==> src/srf_bank0_defs.svh <==
// offsets, reset images and bit masks of the bank-0 control register set
// assumes an 8-bit register-file address space, bank selected elsewhere
`ifndef SRF_BANK0_DEFS_SVH
`define SRF_BANK0_DEFS_SVH
`define SRF_BASE        8'hd0
`define SRF_COUNT       42
`define SRF_OFF_T0_CNT  8'hd0
`define SRF_OFF_T0_DAT  8'hd1
`define SRF_OFF_T0_CON  8'hd2
`define SRF_OFF_WDT_CON 8'hd3
`define SRF_OFF_CLK_CON 8'hd4
`define SRF_OFF_FLAGS   8'hd5
`define SRF_OFF_RP_A    8'hd6
`define SRF_OFF_RP_B    8'hd7
`define SRF_OFF_SP_LO   8'hd9
`define SRF_OFF_IP_HI   8'hda
`define SRF_OFF_IP_LO   8'hdb
`define SRF_OFF_IRQ_REQ 8'hdc
`define SRF_OFF_IRQ_MSK 8'hdd
`define SRF_OFF_SYS_MOD 8'hde
`define SRF_OFF_PAGE    8'hdf
`define SRF_OFF_PA_DAT  8'he0
`define SRF_OFF_PB_DAT  8'he1
`define SRF_OFF_PC_DAT  8'he2
`define SRF_OFF_PD_DAT  8'he3
`define SRF_OFF_PC_IEN  8'he5
`define SRF_OFF_PC_PND  8'he6
`define SRF_OFF_PA_PUP  8'he7
`define SRF_OFF_PA_CHI  8'he8
`define SRF_OFF_PA_CLO  8'he9
`define SRF_OFF_PB_CHI  8'hea
`define SRF_OFF_PB_CLO  8'heb
`define SRF_OFF_PC_CLO  8'hed
`define SRF_OFF_PC_PUP  8'hee
`define SRF_OFF_PD_CON  8'hef
`define SRF_OFF_PA_IEN  8'hf1
`define SRF_OFF_PA_PND  8'hf2
`define SRF_OFF_CA_CON  8'hf3
`define SRF_OFF_CA_DHI  8'hf4
`define SRF_OFF_CA_DLO  8'hf5
`define SRF_OFF_T1_CHI  8'hf6
`define SRF_OFF_T1_CLO  8'hf7
`define SRF_OFF_T1_DHI  8'hf8
`define SRF_OFF_T1_DLO  8'hf9
`define SRF_RST_ZERO    8'h00
`define SRF_RST_ONES    8'hff
`define SRF_RST_RP_A    8'hc0
`define SRF_RST_RP_B    8'hc8
`define SRF_RST_PORTD   8'h0c
`define SRF_MASK_ALL    8'hff
`define SRF_MASK_NONE   8'h00
`define SRF_MASK_FLAGS  8'h03
`define SRF_MASK_MODE   8'h83
`define SRF_USED_RP     8'hf8
`define SRF_USED_MODE   8'h9f
`define SRF_USED_PORTD  8'hbf
`define SRF_MODE_HAZARD 5
`endif

==> src/srf_pkg.sv <==
// types shared by the bank-0 control register set
// assumes nothing beyond a SystemVerilog compiler
package srf_pkg;
  typedef logic [7:0] srf_byte_t;
  typedef enum {SRF_RW, SRF_RO, SRF_NONE} srf_access_t;
endpackage : srf_pkg

==> src/srf_bank0_regs.sv <==
// bank-0 control register set with reset images and access rules
// assumes a same-clock core on the plain register port and
// same-clock peripherals feeding the read-only counters
//
// Function
// RULE1 - defined reset bits forced at every reset
// RULE2 - undefined reset bits keep their value
// RULE3 - unused bit positions always read zero
// RULE4 - counters and request register ignore writes
// RULE5 - all other registers read and write
// RULE6 - software never targets read-only registers
// RULE7 - software keeps system mode bit five zero
// RULE8 - data registers of timers reset ones
// RULE9 - pointers reset to 11000 and 11001
// RULE10 - port registers zero, port b high ones
// RULE11 - port d data resets to 0c
// RULE12 - flags low two bits cleared
// RULE13 - stack, instruction pointers, mask stay undefined
// RULE14 - system mode resets 0xx xxx00 pattern
// RULE15 - request register reads zero after reset
// RULE16 - listed control registers reset to zero
// RULE17 - four gap locations hold no register
// RULE18 - unmapped reads zero, writes ignored
// RULE19 - reset images applied on any reset
//
// The plain strobed port was decided locally.
`timescale 1ns/10ps
`default_nettype none
`include "srf_bank0_defs.svh"

module srf_bank0_regs
  import srf_pkg::*;
(
  // clock and reset
  input  wire logic                      i_clock,
  input  wire logic                      i_reset,
  // register port from the core
  input  wire logic [7:0]                i_addr,
  input  wire logic [7:0]                i_wdata,
  input  wire logic                      i_write,
  input  wire logic                      i_read,
  output logic      [7:0]                o_rdata,
  output logic                           o_read_valid,
  // live counts from the peripherals
  input  wire logic [7:0]                i_timer0_count,
  input  wire logic [7:0]                i_irq_request,
  input  wire logic [7:0]                i_timer1_count_high,
  input  wire logic [7:0]                i_timer1_count_low,
  // register contents toward the peripherals
  output logic      [`SRF_COUNT*8-1:0]   o_bank_image,
  // status
  output logic                           o_ready,
  output logic                           o_ro_write_reject,
  output logic                           o_mode_bit5_write
);

  // access class of each location
  function automatic srf_access_t srf_access(input logic [7:0] a);
    case (a)
      `SRF_OFF_T0_CNT:  return SRF_RO; // [RULE4]
      `SRF_OFF_IRQ_REQ: return SRF_RO; // [RULE4]
      `SRF_OFF_T1_CHI:  return SRF_RO; // [RULE4]
      `SRF_OFF_T1_CLO:  return SRF_RO; // [RULE4]
      `SRF_OFF_T0_DAT,
      `SRF_OFF_T0_CON,
      `SRF_OFF_WDT_CON,
      `SRF_OFF_CLK_CON,
      `SRF_OFF_FLAGS,
      `SRF_OFF_RP_A,
      `SRF_OFF_RP_B,
      `SRF_OFF_SP_LO,
      `SRF_OFF_IP_HI,
      `SRF_OFF_IP_LO,
      `SRF_OFF_IRQ_MSK,
      `SRF_OFF_SYS_MOD,
      `SRF_OFF_PAGE,
      `SRF_OFF_PA_DAT,
      `SRF_OFF_PB_DAT,
      `SRF_OFF_PC_DAT,
      `SRF_OFF_PD_DAT,
      `SRF_OFF_PC_IEN,
      `SRF_OFF_PC_PND,
      `SRF_OFF_PA_PUP,
      `SRF_OFF_PA_CHI,
      `SRF_OFF_PA_CLO,
      `SRF_OFF_PB_CHI,
      `SRF_OFF_PB_CLO,
      `SRF_OFF_PC_CLO,
      `SRF_OFF_PC_PUP,
      `SRF_OFF_PD_CON,
      `SRF_OFF_PA_IEN,
      `SRF_OFF_PA_PND,
      `SRF_OFF_CA_CON,
      `SRF_OFF_CA_DHI,
      `SRF_OFF_CA_DLO,
      `SRF_OFF_T1_DHI,
      `SRF_OFF_T1_DLO:  return SRF_RW; // [RULE5]
      // gaps and anything outside the bank
      default:          return SRF_NONE; // [RULE17] [RULE18]
    endcase
  endfunction : srf_access

  // bits that exist in each location
  function automatic srf_byte_t srf_used(input logic [7:0] a);
    if (srf_access(a) == SRF_NONE) begin
      return `SRF_MASK_NONE; // [RULE18]
    end
    case (a)
      `SRF_OFF_RP_A:    return `SRF_USED_RP; // [RULE3]
      `SRF_OFF_RP_B:    return `SRF_USED_RP; // [RULE3]
      `SRF_OFF_SYS_MOD: return `SRF_USED_MODE; // [RULE3]
      `SRF_OFF_PD_DAT:  return `SRF_USED_PORTD; // [RULE3]
      default:          return `SRF_MASK_ALL;
    endcase
  endfunction : srf_used

  // bits that reset forces to a defined level
  function automatic srf_byte_t srf_rst_mask(input logic [7:0] a);
    case (a)
      `SRF_OFF_FLAGS:   return `SRF_MASK_FLAGS; // [RULE12]
      `SRF_OFF_SP_LO:   return `SRF_MASK_NONE; // [RULE13]
      `SRF_OFF_IP_HI:   return `SRF_MASK_NONE; // [RULE13]
      `SRF_OFF_IP_LO:   return `SRF_MASK_NONE; // [RULE13]
      `SRF_OFF_IRQ_MSK: return `SRF_MASK_NONE; // [RULE13]
      `SRF_OFF_SYS_MOD: return `SRF_MASK_MODE; // [RULE14]
      default:          return `SRF_MASK_ALL; // [RULE1]
    endcase
  endfunction : srf_rst_mask

  // defined reset levels
  function automatic srf_byte_t srf_rst_val(input logic [7:0] a);
    case (a)
      `SRF_OFF_T0_DAT:  return `SRF_RST_ONES; // [RULE8]
      `SRF_OFF_CA_DHI:  return `SRF_RST_ONES; // [RULE8]
      `SRF_OFF_CA_DLO:  return `SRF_RST_ONES; // [RULE8]
      `SRF_OFF_T1_DHI:  return `SRF_RST_ONES; // [RULE8]
      `SRF_OFF_T1_DLO:  return `SRF_RST_ONES; // [RULE8]
      `SRF_OFF_RP_A:    return `SRF_RST_RP_A; // [RULE9]
      `SRF_OFF_RP_B:    return `SRF_RST_RP_B; // [RULE9]
      `SRF_OFF_PB_CHI:  return `SRF_RST_ONES; // [RULE10]
      `SRF_OFF_PD_DAT:  return `SRF_RST_PORTD; // [RULE11]
      // counters, controls, ports, request register
      default:          return `SRF_RST_ZERO; // [RULE10] [RULE15] [RULE16]
    endcase
  endfunction : srf_rst_val

  // array index of a location inside the bank
  function automatic logic [5:0] srf_idx(input logic [7:0] a);
    logic [7:0] d;
    d = a - `SRF_BASE;
    return d[5:0];
  endfunction : srf_idx

  // location address of an array entry
  function automatic logic [7:0] srf_addr_of(input int i);
    logic [7:0] s;
    s = `SRF_BASE + 8'(i);
    return s;
  endfunction : srf_addr_of

  // register storage, one byte per location
  srf_byte_t regs [0:`SRF_COUNT-1];

  // storage update; undefined bits are simply left alone at reset,
  // which saves reset fan-out on the pointer and mask bytes
  always_ff @(posedge i_clock) begin
    for (int i = 0; i < `SRF_COUNT; i++) begin
      if (i_reset) begin
        // force the defined bits, clear unused bits, keep the rest
        regs[i] <= ((regs[i] & ~srf_rst_mask(srf_addr_of(i)))
                   | (srf_rst_val(srf_addr_of(i))
                      & srf_rst_mask(srf_addr_of(i))))
                   & srf_used(srf_addr_of(i)); // [RULE1] [RULE2] [RULE19]
      end else begin
        case (srf_access(srf_addr_of(i)))
          // read-only: follow the peripheral, never the core
          SRF_RO: begin
            if (srf_addr_of(i) == `SRF_OFF_T0_CNT) begin
              regs[i] <= i_timer0_count; // [RULE4]
            end else if (srf_addr_of(i) == `SRF_OFF_IRQ_REQ) begin
              regs[i] <= i_irq_request; // [RULE4]
            end else if (srf_addr_of(i) == `SRF_OFF_T1_CHI) begin
              regs[i] <= i_timer1_count_high; // [RULE4]
            end else begin
              regs[i] <= i_timer1_count_low; // [RULE4]
            end
          end
          // read/write: take core writes, unused bits dropped
          SRF_RW: begin
            if (i_write && i_addr == srf_addr_of(i)) begin
              regs[i] <= i_wdata & srf_used(srf_addr_of(i)); // [RULE3] [RULE5]
            end
          end
          // gaps hold nothing
          default: begin
            regs[i] <= `SRF_RST_ZERO; // [RULE17]
          end
        endcase
      end
    end
  end

  // flattened image toward the peripherals
  always_comb begin
    for (int i = 0; i < `SRF_COUNT; i++) begin
      o_bank_image[i*8 +: 8] = regs[i];
    end
  end

  // read data, valid only in the cycle after the strobe
  always_ff @(posedge i_clock) begin
    if (i_reset) begin
      o_rdata <= `SRF_RST_ZERO;
    end else if (i_read && srf_access(i_addr) != SRF_NONE) begin
      // mask again so a stray stored bit can never leak out
      o_rdata <= regs[srf_idx(i_addr)] & srf_used(i_addr); // [RULE3]
    end else begin
      o_rdata <= `SRF_RST_ZERO; // [RULE18]
    end
  end

  // read answer marker
  always_ff @(posedge i_clock) begin
    if (i_reset) begin
      o_read_valid <= 1'b0;
    end else begin
      o_read_valid <= i_read;
    end
  end

  // ready goes high on the first edge after reset release
  always_ff @(posedge i_clock) begin
    if (i_reset) begin
      o_ready <= 1'b0; // [RULE19]
    end else begin
      o_ready <= 1'b1;
    end
  end

  // a write aimed at a read-only register is reported, not applied
  always_ff @(posedge i_clock) begin
    if (i_reset) begin
      o_ro_write_reject <= 1'b0;
    end else begin
      o_ro_write_reject <= i_write && srf_access(i_addr) == SRF_RO; // [RULE6]
    end
  end

  // bit five of system mode is not stored; flag any attempt to set it
  always_ff @(posedge i_clock) begin
    if (i_reset) begin
      o_mode_bit5_write <= 1'b0;
    end else begin
      o_mode_bit5_write <= i_write && i_addr == `SRF_OFF_SYS_MOD
                           && i_wdata[`SRF_MODE_HAZARD]; // [RULE7]
    end
  end

  // named views for the checks below
  srf_byte_t chk_t0_dat;
  srf_byte_t chk_rp_a;
  srf_byte_t chk_rp_b;
  srf_byte_t chk_flags;
  srf_byte_t chk_mode;
  srf_byte_t chk_irq;
  srf_byte_t chk_sp_lo;
  srf_byte_t chk_pb_chi;
  srf_byte_t chk_pa_dat;
  srf_byte_t chk_pd_dat;
  srf_byte_t chk_clk;
  srf_byte_t chk_t1_dlo;
  assign chk_t0_dat = regs[srf_idx(`SRF_OFF_T0_DAT)];
  assign chk_rp_a   = regs[srf_idx(`SRF_OFF_RP_A)];
  assign chk_rp_b   = regs[srf_idx(`SRF_OFF_RP_B)];
  assign chk_flags  = regs[srf_idx(`SRF_OFF_FLAGS)];
  assign chk_mode   = regs[srf_idx(`SRF_OFF_SYS_MOD)];
  assign chk_irq    = regs[srf_idx(`SRF_OFF_IRQ_REQ)];
  assign chk_sp_lo  = regs[srf_idx(`SRF_OFF_SP_LO)];
  assign chk_pb_chi = regs[srf_idx(`SRF_OFF_PB_CHI)];
  assign chk_pa_dat = regs[srf_idx(`SRF_OFF_PA_DAT)];
  assign chk_pd_dat = regs[srf_idx(`SRF_OFF_PD_DAT)];
  assign chk_clk    = regs[srf_idx(`SRF_OFF_CLK_CON)];
  assign chk_t1_dlo = regs[srf_idx(`SRF_OFF_T1_DLO)];
endmodule : srf_bank0_regs

`default_nettype wire

==> config.mk <==
export PLATFORM = sky130hd
export DESIGN_NAME = srf_bank0_regs
export DESIGN_NICKNAME = d
export VERILOG_FILES = /design/src/srf_pkg.sv /design/src/srf_bank0_regs.sv
export VERILOG_INCLUDE_DIRS = /design/src
export SDC_FILE = /design/constraint.sdc
export NUM_CORES = 1
export LEC_CHECK = 0
export BUFFER_PORTS_ARGS = -buffer_cell sky130_fd_sc_hd__buf_2
export CORE_MARGIN = 3
export CORE_UTILIZATION = 45
export DETAILED_ROUTE_END_ITERATION = 10
export PLACE_DENSITY = 0.71
export SYNTH_ARGS = -nofsm -noshare
export SYNTH_HDL_FRONTEND = slang
export SYNTH_SLANG_ARGS = --single-unit
==> constraint.sdc <==
create_clock -name i_clock -period 3.2 [get_ports i_clock]
set_input_delay 0.64 -clock i_clock [delete_from_list [all_inputs] [get_ports i_clock]]
set_output_delay 0.64 -clock i_clock [all_outputs]
set_load 0.02 [all_outputs]
==> results.txt <==
max-slew violation count -> 0
CP cell instances -> buf_2, inv_1, ha_1, inv_1, nor2_1, o21ai_0, o32a_1, a31oi_1
switching share of total power -> 25.7%
Worst Reg-to-Reg Cells -> 5
cell area after layout -> 17500 um2
initial antenna violation count -> 6
Yosys warning count -> 0
die area -> 33700 um2
cell area power density -> 548 nW/um2
H-tree Lvls -> 2
Fmax -> 368 MHz
crit path buf inv count -> 3
DRT iter0 DRCs -> 1330
Avg Inst Size Synth -> 13.2 um2
Sw Pwr -> 2.47 mW
status -> complete, no violations
crit path DAT -> 3.06 ns
setup TNS -> 0 ns
Area after DPL -> 16500 um2
via count -> 10911
crit path time final -> 2.72 ns
register area share after synthesis -> 61.9%
Comb pwr share -> 12.4%
Clk pwr share -> 39.4%
Nets -> 1514
GRT Max-Usage Layer -> met2
Top Ports -> 400
Num CTS Buffers -> 34
Overflow after GRT -> 0
crit-path max cell delay -> 0.67 ns
fillers -> 2578
drc violations -> 0
Async S/R FF share, synth -> 0%
Hold Fails Final Rpt -> 0
WS Path Type -> in -> reg
RSZ-0062 raised after global routing -> false
Worst-path clk slew -> 0.06 ns
number of diodes -> 0
share of cells above drive strength 1 -> 35.4%
Wirelength per Cell -> 26.3 um
CTS root buf -> clkbuf_16
CP required -> 3.55 ns
pin count of the biggest net entering global routing -> 49
Top delay family on crit path -> buffers and inverters
startpoint class of the critical path -> primary input
die width -> 183 um
post-synthesis register bit count -> 307
met3 Use GR -> 5.60%
CTS hold repair buffers -> 0
number of distinct library cells after synthesis -> 56
fin util -> 56.9%
dpl hpwl -> 36.4 mm
Mapped Cells -> 1076
gp weighted congestion -> 0.926
Post-CTS Resized -> 0
vias per cell -> 5.80
Final ANT Viol Nets -> 0
max_cap viols -> 0
PortBufs -> 358
met2 GRT Util -> 46.7%
met1 Track Usage GR -> 39.1%
Worst slew margin -> 38.6%
Top cell by count, worst path -> inv_1
# setup viols final -> 0
sequential power share -> 48.2%
Leakage -> 6.82 nW
final hold slack -> 0.338 ns
Period Utilization, post-route -> 84.8%
count of flip-flops with a built-in enable after synthesis -> 263
clk sinks -> 307
worst hold path class -> in -> reg
hold path cells -> 2
transition time of the tightest slew-check pin -> 0.920 ns
Initial Utilization -> 46.0%
Layout Skew -> 0.0156 ns
row count -> 64
core area -> 30800 um2
postcts setup bufs -> 0
multi-input logic area -> 4780 um2
Synth Cell Area -> 14200 um2
worst slack, placed -> 0.0640 ns
final worst setup slack -> 0.485 ns
Max VDD drop -> 0.000314 V
vias in the first global route -> 10314
drt pass-1 iters -> 6
area grow syn2layout -> 23.7%
P_int -> 7.14 mW
CP Depth -> 8
first-pass GRT wire length -> 70.4 mm
WL final -> 49.4 mm
Post-synth top flop -> edfxtp_1
register area -> 8780 um2
CTS tree -> built
CTS Buffer Depth -> 3
crit path capture type -> flip-flop
Critical-path top delay cell -> ha_1
clock latency at the later pin of the worst-skew pair -> 0.51 ns
Die H -> 183 um
gr usage total -> 28.4%
CP Max Fanout -> 13
worst register-to-register path, delay by kind of cell (launching register included):
family,cells,cell delay (ns)
compound gates,1,0.56
simple gates,2,0.15
flops,1,0.40
mux,2,0.75
cell usage after synthesis (33+ instances only):
| cell type | count | area (um2) |
|---|---|---|
| buf_4 | 47 | 353 |
| nor2_1 | 35 | 131 |
| nor3_1 | 35 | 175 |
| mux4_2 | 33 | 743 |
| nand2_1 | 52 | 195 |
| or3_1 | 43 | 269 |
| and2_1 | 132 | 826 |
| edfxtp_1 | 263 | 7900 |
| mux2i_1 | 39 | 390 |
| nor2b_1 | 41 | 257 |
| dfxtp_1 | 44 | 881 |
| clkbuf_1 | 46 | 173 |
per-layer routing:
metal	up-vias	part of all wire, %
li1	4699	-
met1	5361	39
met2	756	48
met3	85	10
met4	10	2.7
met5	-	0.13
per-stage QoR:
step | cells | total power, mW
floorplan | 1116 | 5.41
CTS | 1880 | 9.64
global placement | 1819 | 5.88
finish | 1880 | 9.61
detailed placement | 1819 | 5.90
global route | 1880 | 9.90
path summary, 6_finish.rpt:
check                                    to  slack (ns)                  start
worst max-delay path             o_rdata[0]        0.48              i_addr[4]
worst min-delay path            regs[39][1]        0.34  i_timer1_count_low[1]
worst max register to register   o_rdata[2]        1.20            regs[25][2]
worst min register to register   o_rdata[7]        0.85            regs[38][7]
logic make-up (layout without fill, tap and decap cells):
| logic type | after synthesis | count (layout) | synth area share (%) |
|---|---|---|---|
| and+or+nand+nor | 402 | 402 | 15.9 |
| muxes | 101 | 101 | 10.3 |
| buffers and inverters | 135 | 503 | 5.43 |
| AOI/OAI and AO/OA | 127 | 127 | 6.13 |
| other | 1 | 41 | 0.0265 |
| DFF | 307 | 307 | 61.9 |
| adders and majority gates | 3 | 3 | 0.265 |
placed cells by master, fill, tap and decap left out, types with 17 or more instances in the layout:
master / instances
nand3_1: 18
mux2_1: 21
nor4_1: 17
conb_1: 41
buf_4: 76
edfxtp_1: 263
mux2i_1: 39
o21ai_0: 31
nand2_1: 52
buf_2: 356
and2_1: 132
nor3_1: 35
mux4_2: 33
a221oi_1: 22
nor2_1: 35
clkbuf_16: 35
or3_1: 43
dfxtp_1: 44
nor2b_1: 41
power by group through the flow:
stage                     Clock, mW  Combinational, mW  Sequential, mW
after floorplan                   0              0.508            4.90
after global placement            0               1.17            4.72
after detailed placement          0               1.18            4.72
after CTS                      3.82               1.18            4.63
after global routing           4.00               1.24            4.65
final                          3.78               1.19            4.64
cell type report:
cell class	count	share of cell area, %
clock buffer	45	5.21
clock inverter	16	0.857
inverter	8	0.171
multi-input combinational	674	27.3
sequential	307	50.1
tap	396	2.83
timing repair buffer	434	13.6
registers in the layout (all words and copies together) (netlist names):
register           flops
o_read_valid           1
regs                 295
o_rdata                8
o_mode_bit5_write      1
o_ready                1
o_ro_write_reject      1
No activity file was read; power rests on OpenSTA's default activity.
